`config.mk`:
```
export PLATFORM = sky130hd
export DESIGN_NAME = csl_status_link
export DESIGN_NICKNAME = d
export VERILOG_FILES = /design/src/rtl/csl_fp_class.v /design/src/rtl/csl_status_link.v
export VERILOG_INCLUDE_DIRS = /design/src /design/src/rtl
export SDC_FILE = /design/constraint.sdc
export NUM_CORES = 1
export LEC_CHECK = 0
export BUFFER_PORTS_ARGS = -buffer_cell sky130_fd_sc_hd__buf_2
export CAP_MARGIN = 5
export CORE_MARGIN = 2
export CORE_UTILIZATION = 35
export DETAILED_ROUTE_END_ITERATION = 7
export HOLD_SLACK_MARGIN = 0.06
export PLACE_DENSITY = 0.65
export SLEW_MARGIN = 20
export SYNTH_ARGS = -nofsm -noshare
export SYNTH_HDL_FRONTEND = slang
export SYNTH_SLANG_ARGS = --single-unit
```
`constraint.sdc`:
```
create_clock -name sys_clk_in -period 2.68 [get_ports sys_clk_in]
set_input_delay 0.268 -clock sys_clk_in [delete_from_list [all_inputs] [get_ports sys_clk_in]]
set_output_delay 0.268 -clock sys_clk_in [all_outputs]
set_load 0.02 [all_outputs]
```
`src/rtl/csl_consts.vh`:
```
// Constants for the status and link special register block
// Operation
// - Non-IEEE mode set: a would-be denormal result becomes signed zero.
// - Round mode field: 00 nearest, 01 zero, 10 plus inf, 11 minus inf.
// - Five class flags C,<,>,=,? encode each result value class.
// - Exception flags reflect the whole instruction result, not partial sums.
// - Summary overflow sticky on overflow set; cleared by special write or copy.
// - Summary overflow untouched by compares and non-overflowing instructions.
// - Special write with summary 0 and overflow 1 leaves summary clear, overflow set.
// - Add/subtract/negate with overflow enable: overflow = carry in xor carry out.
// - Multiply low/divide with overflow enable: overflow when result exceeds 32 bits.
// - Compares leave overflow unchanged; special write and copy excepted.
// - Carrying and extended add/subtract set carry on carry out, else clear.
// - Shift right algebraic: carry when negative operand lost one-bits.
// - Carry unchanged by instructions not producing carry, with listed exceptions.
// - Exception register is 32 bits, flags in top three bits.
// - Seven-bit byte count in low bits feeds indexed string moves.
// - Link register supplies the branch target for branch-to-link.
// - Link low two bits stored but ignored as branch address.
// - Branch with link option loads address of the next instruction.
// - Link register read and written via special register number 8.
// - Exception register selected by special register number 1.
`ifndef CSL_CONSTS_VH
`define CSL_CONSTS_VH
`define CSL_SPR_XER_NUM 10'h001
`define CSL_SPR_LINK_NUM 10'h008
// Big-endian bit numbers mapped to little-endian positions
`define CSL_XER_SO_POS 31
`define CSL_XER_OV_POS 30
`define CSL_XER_CA_POS 29
`define CSL_XER_BC_MSB 6
`define CSL_XER_RESET 32'h0000_0000
`define CSL_LINK_RESET 32'h0000_0000
`define CSL_FP_NI_POS 2
`define CSL_FP_RN_MSB 1
`define CSL_FP_RESET 3'h0
// Rounding mode codes
`define CSL_RN_NEAREST 2'h0
`define CSL_RN_ZERO 2'h1
`define CSL_RN_POS_INF 2'h2
`define CSL_RN_NEG_INF 2'h3
// Result class codes, order C < > = ?
`define CSL_FPRF_QNAN 5'h11
`define CSL_FPRF_NEG_INF 5'h09
`define CSL_FPRF_NEG_NORM 5'h08
`define CSL_FPRF_NEG_DEN 5'h18
`define CSL_FPRF_NEG_ZERO 5'h12
`define CSL_FPRF_POS_ZERO 5'h02
`define CSL_FPRF_POS_DEN 5'h14
`define CSL_FPRF_POS_NORM 5'h04
`define CSL_FPRF_POS_INF 5'h05
// Fixed-point operation classes
`define CSL_OP_NONE 4'h0
`define CSL_OP_ADD 4'h1
`define CSL_OP_ADD_CARRY 4'h2
`define CSL_OP_MUL_DIV 4'h3
`define CSL_OP_SHIFT_ALG 4'h4
`define CSL_OP_COMPARE 4'h5
`define CSL_OP_COPY_XER 4'h6
`endif

```
`src/rtl/csl_fp_class.v`:
```
// Floating-point result classifier with non-IEEE flush
`timescale 1ns/10ps
`include "csl_consts.vh"
module csl_fp_class (
   // Raw result classification
   input wire sign_in,
   input wire is_nan_in,
   input wire is_inf_in,
   input wire is_zero_in,
   input wire is_denorm_in,
   // Mode
   input wire nonieee_mode_in,
   // Results
   output reg flush_to_zero_out,
   output reg [4:0] class_flags_out
);
   // Denormals collapse to signed zero under non-IEEE mode
   always @* begin
      flush_to_zero_out = nonieee_mode_in & is_denorm_in & ~is_nan_in & ~is_inf_in;
      if (is_nan_in) begin
         class_flags_out = `CSL_FPRF_QNAN;
      end else if (is_inf_in) begin
         class_flags_out = sign_in ? `CSL_FPRF_NEG_INF : `CSL_FPRF_POS_INF;
      end else if (is_zero_in | flush_to_zero_out) begin
         class_flags_out = sign_in ? `CSL_FPRF_NEG_ZERO : `CSL_FPRF_POS_ZERO;
      end else if (is_denorm_in) begin
         class_flags_out = sign_in ? `CSL_FPRF_NEG_DEN : `CSL_FPRF_POS_DEN;
      end else begin
         class_flags_out = sign_in ? `CSL_FPRF_NEG_NORM : `CSL_FPRF_POS_NORM;
      end
   end
endmodule // csl_fp_class

```
`src/rtl/csl_status_link.v`:
```
// Exception status, link and rounding-control register block
`timescale 1ns/10ps
`include "csl_consts.vh"
module csl_status_link #(
   parameter WIDTH = 32
) (
   // Clock and reset
   input wire sys_clk_in,
   input wire rst_in,
   // Special register move port
   input wire spr_write_in,
   input wire [9:0] special_reg_number_in,
   input wire [31:0] spr_wdata_in,
   output reg [31:0] spr_rdata_out,
   output reg spr_hit_out,
   // Floating-point control writes
   input wire fp_ctrl_write_in,
   input wire nonieee_mode_wr_in,
   input wire [1:0] round_mode_wr_in,
   // Fixed-point completion (whole-instruction results)
   input wire op_valid_in,
   input wire [3:0] op_class_in,
   input wire overflow_enable_in,
   input wire [31:0] op_a_in,
   input wire [31:0] op_b_in,
   input wire carry_in_in,
   input wire sub_in,
   input wire shift_neg_in,
   input wire shift_lost_ones_in,
   input wire muldiv_overflow_in,
   // Branch with link update
   input wire branch_link_in,
   input wire [31:0] branch_pc_in,
   // Floating-point result classification
   input wire fp_valid_in,
   input wire fp_sign_in,
   input wire fp_is_nan_in,
   input wire fp_is_inf_in,
   input wire fp_is_zero_in,
   input wire fp_is_denorm_in,
   // Outputs
   output reg [31:0] link_target_out,
   output reg [6:0] string_byte_count_out,
   output reg nonieee_mode_out,
   output reg [1:0] round_mode_field_out,
   output reg [4:0] class_flags_out,
   output reg flush_to_zero_out,
   output reg [3:0] copied_flags_out,
   output reg copy_valid_out
);
   // Full-width add producing carry into and out of msb
   function [1:0] csl_carries;
      input [31:0] a;
      input [31:0] b;
      input cin;
      reg [32:0] sum;
      reg [31:0] low;
      begin
         sum = {1'b0, a} + {1'b0, b} + {32'h0000_0000, cin};
         low = {1'b0, a[30:0]} + {1'b0, b[30:0]} + {31'h0000_0000, cin};
         csl_carries = {sum[32], low[31]};
      end
   endfunction

   // ************************************************
   // State
   // ************************************************
   reg so_reg;
   reg so_next;
   reg ov_reg;
   reg ov_next;
   reg ca_reg;
   reg ca_next;
   reg [6:0] bc_reg;
   reg [6:0] bc_next;
   reg [31:0] link_reg;
   reg [31:0] link_next;
   reg ni_reg;
   reg [1:0] rn_reg;
   wire [1:0] carries;
   wire [31:0] b_eff;
   wire [31:0] xer_value;
   wire cls_flush;
   wire [4:0] cls_flags;
   wire xer_sel;
   wire link_sel;

   assign xer_sel = spr_write_in & (special_reg_number_in == `CSL_SPR_XER_NUM);
   assign link_sel = spr_write_in & (special_reg_number_in == `CSL_SPR_LINK_NUM);
   // Subtract-from is complement plus carry, computed once over the whole operation
   assign b_eff = sub_in ? ~op_b_in : op_b_in;
   assign carries = csl_carries(op_a_in, b_eff, carry_in_in);
   // Reserved bits forced to zero on read
   assign xer_value = {so_reg, ov_reg, ca_reg, 22'h00_0000, bc_reg};

   // ************************************************
   // Exception flag update
   // ************************************************
   // Special write wins over a same-cycle instruction: both claim the register
   always @* begin
      so_next = so_reg;
      ov_next = ov_reg;
      ca_next = ca_reg;
      bc_next = bc_reg;
      if (xer_sel) begin
         so_next = spr_wdata_in[`CSL_XER_SO_POS];
         ov_next = spr_wdata_in[`CSL_XER_OV_POS];
         ca_next = spr_wdata_in[`CSL_XER_CA_POS];
         bc_next = spr_wdata_in[`CSL_XER_BC_MSB:0];
      end else if (op_valid_in) begin
         case (op_class_in)
            `CSL_OP_ADD: begin
               if (overflow_enable_in) begin
                  ov_next = carries[1] ^ carries[0];
                  so_next = so_reg | ov_next;
               end
            end
            `CSL_OP_ADD_CARRY: begin
               ca_next = carries[1];
               if (overflow_enable_in) begin
                  ov_next = carries[1] ^ carries[0];
                  so_next = so_reg | ov_next;
               end
            end
            `CSL_OP_MUL_DIV: begin
               if (overflow_enable_in) begin
                  ov_next = muldiv_overflow_in;
                  so_next = so_reg | ov_next;
               end
            end
            `CSL_OP_SHIFT_ALG: begin
               ca_next = shift_neg_in & shift_lost_ones_in;
            end
            `CSL_OP_COPY_XER: begin
               so_next = 1'b0;
               ov_next = 1'b0;
               ca_next = 1'b0;
            end
            `CSL_OP_COMPARE: begin
               so_next = so_reg;
            end
            default: begin
               so_next = so_reg;
            end
         endcase
      end
   end

   // ************************************************
   // Link register update
   // ************************************************
   // Register write and branch link in one cycle: the software write wins
   always @* begin
      link_next = link_reg;
      if (link_sel) begin
         link_next = spr_wdata_in;
      end else if (branch_link_in) begin
         link_next = branch_pc_in + 32'h0000_0004;
      end
   end

   // Registers
   always @(posedge sys_clk_in or posedge rst_in) begin
      if (rst_in) begin
         so_reg <= 1'b0;
         ov_reg <= 1'b0;
         ca_reg <= 1'b0;
         bc_reg <= 7'h00;
         link_reg <= `CSL_LINK_RESET;
         ni_reg <= 1'b0;
         rn_reg <= `CSL_RN_NEAREST;
      end else begin
         so_reg <= so_next;
         ov_reg <= ov_next;
         ca_reg <= ca_next;
         bc_reg <= bc_next;
         link_reg <= link_next;
         if (fp_ctrl_write_in) begin
            ni_reg <= nonieee_mode_wr_in;
            rn_reg <= round_mode_wr_in;
         end
      end
   end

   // Classifier for floating-point results
   csl_fp_class u_class (
      .sign_in(fp_sign_in),
      .is_nan_in(fp_is_nan_in),
      .is_inf_in(fp_is_inf_in),
      .is_zero_in(fp_is_zero_in),
      .is_denorm_in(fp_is_denorm_in),
      .nonieee_mode_in(ni_reg),
      .flush_to_zero_out(cls_flush),
      .class_flags_out(cls_flags)
   );

   // ************************************************
   // Registered outputs
   // ************************************************
   // Read data one cycle after the move-from request
   always @(posedge sys_clk_in or posedge rst_in) begin
      if (rst_in) begin
         spr_rdata_out <= 32'h0000_0000;
         spr_hit_out <= 1'b0;
         link_target_out <= 32'h0000_0000;
         string_byte_count_out <= 7'h00;
         nonieee_mode_out <= 1'b0;
         round_mode_field_out <= `CSL_RN_NEAREST;
         class_flags_out <= 5'h00;
         flush_to_zero_out <= 1'b0;
         copied_flags_out <= 4'h0;
         copy_valid_out <= 1'b0;
      end else begin
         if (special_reg_number_in == `CSL_SPR_XER_NUM) begin
            spr_rdata_out <= xer_value;
            spr_hit_out <= 1'b1;
         end else if (special_reg_number_in == `CSL_SPR_LINK_NUM) begin
            spr_rdata_out <= link_reg;
            spr_hit_out <= 1'b1;
         end else begin
            spr_rdata_out <= 32'h0000_0000;
            spr_hit_out <= 1'b0;
         end
         // Low two bits masked off for fetch
         link_target_out <= {link_next[31:2], 2'b00};
         string_byte_count_out <= bc_next;
         nonieee_mode_out <= ni_reg;
         round_mode_field_out <= rn_reg;
         if (fp_valid_in) begin
            class_flags_out <= cls_flags;
            flush_to_zero_out <= cls_flush;
         end
         // Old flags handed to the condition field before clearing
         copy_valid_out <= op_valid_in & ~xer_sel & (op_class_in == `CSL_OP_COPY_XER);
         if (op_valid_in & ~xer_sel & (op_class_in == `CSL_OP_COPY_XER)) begin
            copied_flags_out <= {so_reg, ov_reg, ca_reg, 1'b0};
         end
      end
   end
endmodule // csl_status_link

```
==> out/qor.txt, run 1 <==
Dominant cell type by area after synthesis - dfrtp_1
LEAKAGE - 3.54 nW
Layout Cell Area excl Fill - 6980 µm²
DIE WIDTH - 129 µm
Mapped Area - 5430 µm²
Core Util, Final - 45.9%
Worst EP arrival - 2.69 ns
Filler cell count - 1464
Area Overhead vs Synth - 28.4%
GPL Wtd Cong - 0.867
Sequential fraction of the synthesis area - 41.9%
Clock root cell - clkbuf_16
First-pass GRT wire length - 22.1 mm
Reg2reg end - class_flags_out[3]
Worst Hold Launch - spr_wdata_in[14]
Antenna violations before repair - 0
Share of cells above drive strength 1 - 37.4%
Number of core rows - 45
Yosys top cell area share - 41.9%
WHS - 0.126 ns
Top-count cell post-synth - dfrtp_1
Unrepaired setup endpoints after global routing - false
PwrDens - 512 nW/µm²
Synth cell types - 47
Element type at the critical path end - flop
Die height - 129 µm
Tightest Pin Transition - 0.617 ns
Maximum clock rate - 405 MHz
Largest net degree at the start of global routing - 62
Worst clock skew - 0.00652 ns
Ant. Diodes - 0
Hold Crit Endpoint - link_target_out[14]
Fin nets - 975
R2R cell count - 3
Slew Limit Fails - 0
Final Hold Viols - 0
Synth cell count leaders - dfrtp_1 (91), nand2_1 (65), o21ai_0 (62)
Synth Flop Type - dfrtp_1
Fin worst setup slack - 0.209 ns
GRT Util Overall - 17.0%
Slew margin rel. - 58.6%
Max FO, Critical Path - 20
Post-Syn Area per Cell - 9.58 µm²
Largest registers - spr_rdata_out x32, link_target_out x30, string_byte_count_out x7
Largest register by flop count - spr_rdata_out
Post-Route WL - 14.2 mm
Worst slack, placed - -0.130 ns
Routed Antenna Nets - 0
Vias in the first global route - 4486
WS Path Type - primary input to flop
CTS tree - yes
Grt total ovfl - 0
Number of flip-flops in the largest register - 32
Core Area - 15200 µm²
Final setup violation count - 0
DR iter-0 viols - 195
Post-CTS sizing - 0
Initial DRT Pass Iterations - 4
PortBufs - 245
Worst Path Required - 2.90 ns
Post-synthesis cell count - 567
Clock slew seen by the registers of the worst setup and hold paths - 0.07 ns
Vias - 4685
Max-Cap Viols - 0
Fin crit share - 92.2%
Wire per inst - 14.6 µm
EDFF count, synth - 0
Worst Hold Depth - 3
R2R Path Start - ni_reg
Async S/R FF share, synth - 100%
Num ports - 249
Largest cells by area after synthesis - dfrtp_1 (42%), xor2_1 (8.2%), ha_1 (7.6%)
Worst reg2reg setup slack - 1.63 ns
DRC viols - 0
Warnings from Yosys - 0
CP startpoint kind - primary input
Status - complete, no violations
Area after DPL - 6660 µm²
Starting Density - 35.7%
Worst min path class - primary input to flop
CTS Buf Count - 9
# clock sinks - 91
DP HPWL - 11.4 mm
Via density - 4.82
Final setup TNS - 0 ns
Die ar. - 16500 µm²
H-tree levels - 3
Maximum VDD drop - 0.317 mV
Latest clock arrival within the worst-skew pair - 0.34 ns
Final min period - 2.47 ns
#FFs+latches synth - 91
Worst-case clock buffer depth - 2
[power by group]
part / total (mW) / internal (mW) / switching [mW]
registers: 1.54 / 1.47 / 0.0674
clock network: 1.30 / 0.756 / 0.543
logic: 0.733 / 0.322 / 0.411
total: 3.57 / 2.55 / 1.02
[per-stage QoR]
stage               power [mW]  cells
global placement          2.29    955
floorplan                 2.04    569
CTS                       3.63    972
finish                    3.57    972
global route              3.76    972
detailed placement        2.30    955
[worst max-delay path: stages]
cell     delay (ns)
buf_2          0.33
buf_12         0.23
xor2_1         0.17
ha_1           0.26
a21oi_1        0.15
o21ai_0        0.15
a41oi_1        0.20
a31oi_1        0.13
nor4_1         0.29
buf_4          0.18
mux2i_1        0.21
o21ai_0        0.10
[cell type report]
class / count / area, µm² / area share (%)
multi-input combinational: 409 / 2760 / 39.6
sequential: 91 / 2280 / 32.6
timing repair buffer: 255 / 1340 / 19.2
clock buffer: 10 / 239 / 3.43
tap: 188 / 235 / 3.37
clock inverter: 6 / 68.8 / 0.987
inverter: 13 / 51.3 / 0.735
[worst max path at each step]
stage | startpoint | endpoint | slack [ns] | cells after the start
3_3_place_gp | sub_in | so_reg | -0.04 | 12
2_1_floorplan | rst_in | ca_reg | 0.05 | 1
6_report | sub_in | so_reg | 0.21 | 12
4_1_cts | sub_in | so_reg | 0.22 | 12
5_1_grt | sub_in | ov_reg | 0.02 | 12
3_5_place_dp | sub_in | so_reg | -0.13 | 12
[placed cells by master, fill, tap and decap left out, types with 13 or more instances in the layout]
cell type | netlist | layout
ha_1 | 33 | 33
a21oi_1 | 27 | 27
nand2_1 | 65 | 65
xor2_1 | 51 | 51
buf_2 | 5 | 245
nand3_1 | 14 | 14
nor2_1 | 23 | 22
and2_1 | 25 | 24
mux2_2 | 13 | 13
dfrtp_1 | 91 | 91
o21ai_0 | 62 | 62
[kinds of logic after synthesis]
| logic type | Yosys count | synth area share, % |
|---|---|---|
| DFF | 91 | 41.9 |
| xor gates and xnor gates | 61 | 9.83 |
| AOI/OAI and AO/OA | 130 | 14.1 |
| adders and majority gates | 33 | 7.60 |
| muxes | 17 | 3.43 |
| other | 1 | 0.0690 |
| buffers and inverters | 69 | 7.44 |
| and+or+nand+nor | 165 | 15.6 |
[layer usage]
layer | part of all wire (%) | wire [µm] | GRT usage [%] | up-vias
li1 | - | - | - | 2351
met1 | 43 | 6160 | 20.8 | 2125
met2 | 47 | 6670 | 29.0 | 186
met3 | 7.8 | 1120 | 4.95 | 21
met4 | 1.9 | 272 | 5.24 | 2
met5 | 0.042 | 6 | 0 | -
[timing repair]
item / in CTS / in global routing
hold buffers: 1 / 0
endpoints found under the setup margin: 0 / 0
hold endpoints to repair: 40 / 0
setup buffers: 0 / 0
(Power assumes the default switching activity.)
==> inputs of run 2 (changes only) <==
- CORE_UTILIZATION: 35 -> 43
- PLACE_DENSITY: 0.65 -> 0.77
- TNS_END_PERCENT: default -> 1
==> out/qor.txt, run 2 (same netlist as run 1, synthesis figures left out) <==
Status - complete, no violations
PwrDens - 498 nW/µm² (-2.6%)
Worst min path class - primary input to flop
Int Power - 2.47 mW (-3.0%)
Combinational Power Share - 21.5% (+1.0 points)
Final Hold Viols - 0 (unchanged)
Filler cell count - 1132 (-23%)
Slowest stage delay, CP - 0.40 ns (+0.07 ns)
Slew Limit Fails - 0 (unchanged)
Vias in the first global route - 4510 (+0.53%)
# clock sinks - 91 (unchanged)
Most frequent cells in the layout - buf_2 (245), dfrtp_1 (91), nand2_1 (65), o21ai_0 (62), xor2_1 (51)
DP HPWL - 11.3 mm (-1.3%)
Switching power - 988 µW (-3.2%)
Num ports - 249 (unchanged)
Worst EP arrival - 2.45 ns (-0.24 ns)
GPL Wtd Cong - 0.834 (-3.8%)
DR iter-0 viols - 343 (+76%)
DIE WIDTH - 116 µm (-9.5%)
Die height - 116 µm (-9.5%)
Starting Density - 43.6% (+7.8 points)
Via density - 4.96 (+3.0%)
Clock slew seen by the registers of the worst setup and hold paths - 0.06 ns (about the same)
Number of core rows - 41 (-8.9%)
Element type at the critical path end - flop
Initial DRT Pass Iterations - 4 (unchanged)
Wire per inst - 14.7 µm (+0.36%)
Ant. Diodes - 0 (unchanged)
Share of cells above drive strength 1 - 37.3% (-0.048 points)
Largest registers - spr_rdata_out x32, link_target_out x30, string_byte_count_out x7
First-pass GRT wire length - 21.6 mm (-2.3%)
Final setup violation count - 0 (unchanged)
Max FO, Critical Path - 17 (-15%)
Clock network power share - 34.2% (-2.2 points)
Worst path most repeated cell - a21oi_1
Slew margin rel. - 48.0% (-11 points)
Worst Path Required - 2.90 ns (about the same)
Latest clock arrival within the worst-skew pair - 0.34 ns (about the same)
DRC viols - 0 (unchanged)
CTS Buf Count - 9 (unchanged)
Vias - 4750 (+1.4%)
Antenna violations before repair - 0 (unchanged)
Die ar. - 13500 µm² (-18%)
Grt total ovfl - 0 (unchanged)
Core Area - 12500 µm² (-18%)
H-tree levels - 3 (unchanged)
Post-CTS Repair Setup Buffers - 0 (unchanged)
Final min period - 2.23 ns (-0.244 ns)
Leading cell type in the layout, fill and taps excluded - buf_2
WS Path Type - primary input to flop
Maximum clock rate - 449 MHz (+11%)
Number of flip-flops in the largest register - 32 (unchanged)
Final setup TNS - 0 ns (unchanged)
Largest register by flop count - spr_rdata_out
CP startpoint kind - primary input
Tightest Pin Transition - 0.779 ns (+0.163 ns)
GRT Util Overall - 20.5% (+3.6 points)
Fin worst setup slack - 0.452 ns (+0.244 ns)
Clock root cell - clkbuf_16
Fin crit share - 83.1% (-9.1 points)
Worst clock skew - 0.00764 ns (+0.00111 ns)
Sw Ratio - 28.6% (-0.044 points)
Slowest CP cell - a2111oi_0
Maximum VDD drop - 0.287 mV (-9.6%)
Largest net degree at the start of global routing - 62 (unchanged)
Routed Antenna Nets - 0 (unchanged)
Core Util, Final - 55.7% (+9.8 points)
Unrepaired setup endpoints after global routing - false
Post-Route WL - 14.1 mm (-1.2%)
CTS tree - yes
Sequential share of power - 44.3% (+1.3 points)
PortBufs - 245 (unchanged)
Max-Cap Viols - 0 (unchanged)
Worst-case clock buffer depth - 2 (unchanged)
CP cell instances - buf_2, buf_12, xor2_1, ha_1, a21oi_1, nor2_1, a2111oi_0, a21oi_1, nor4_1, buf_4, mux2i_1, o21ai_0
Fin nets - 977 (+0.21%)
Worst slack, placed - 0.121 ns (+0.252 ns)
LEAKAGE - 3.53 nW (-0.28%)
Area Overhead vs Synth - 27.8%
-- run 2: cell types whose count changed in the layout (fill, tap and decap cells not counted) --
cell / change
clkinv_4: +1
clkinvlp_4: +1
inv_6: -3
clkbuf_1: +1
buf_4: +2
clkbuf_8: +1
bufinv_16: -1
inv_4: -1
-- run 2: worst max-delay path: cells and delay by family --
kind            cells  cell delay (ns)
compound gates      4             0.77
buf+inv             3             0.43
fa+ha+maj           1             0.29
simple gates        2             0.29
mux                 1             0.24
xor+xnor            1             0.16
-- run 2: final cells by class --
type	count	area (µm²)	share of cell area [%]
clock buffers	12	256	3.70
clock inverters	3	23.8	0.342
inverters	13	50.0	0.721
multi-input cells	409	2760	39.8
flip-flops and latches	91	2280	32.8
well taps	172	215	3.10
repair buffers	257	1360	19.5
-- run 2: what timing repair did --
action | in CTS | in global routing
resized for setup | 0 | 0
hold buffers | 1 | 0
hold endpoints to repair | 3 | 0
-- run 2: path summary, 6_finish.rpt --
| path | startpoint | endpoint | slack [ns] | depth (start not counted) |
|---|---|---|---|---|
| worst max-delay path | sub_in | so_reg | 0.45 | 12 |
| worst min-delay path | spr_wdata_in[23] | link_target_out[23] | 0.13 | 2 |
| worst max register to register | ni_reg | class_flags_out[3] | 1.66 | 3 |
| worst min register to register | rn_reg[1] | round_mode_field_out[1] | 0.38 | 0 |
| max in group asynchronous | rst_in | spr_rdata_out[11] | 1.44 | 4 |
| min in group asynchronous | rst_in | spr_rdata_out[2] | 0.59 | 3 |
-- run 2: power groups by stage --
stage / sequential, mW / combinational [mW] / clock [mW]
2_1_floorplan: 1.58 / 0.460 / 0
3_3_place_gp: 1.56 / 0.731 / 0
3_5_place_dp: 1.56 / 0.746 / 0
4_1_cts: 1.53 / 0.751 / 1.21
5_1_grt: 1.55 / 0.837 / 1.26
6_report: 1.53 / 0.743 / 1.18
-- run 2: routing by layer --
layer  GRT usage [%]  up-vias  share of wire (%)
met5               0        -                  0
li1                -     2355                  -
met1            22.9     2196                 39
met4            6.35        0                1.7
met3            6.38       14                8.7
met2            37.4      185                 50
-- run 2: stage by stage --
stage	total power [mW]	instances	hold WS (ns)	area, µm²
final	3.46	957	0.127	6940
after global routing	3.64	957	0.120	6940
after CTS	3.49	957	0.118	6940
after detailed placement	2.30	941	0.364	6650
after global placement	2.29	941	0.354	6650
after floorplan	2.04	569	0.350	5440
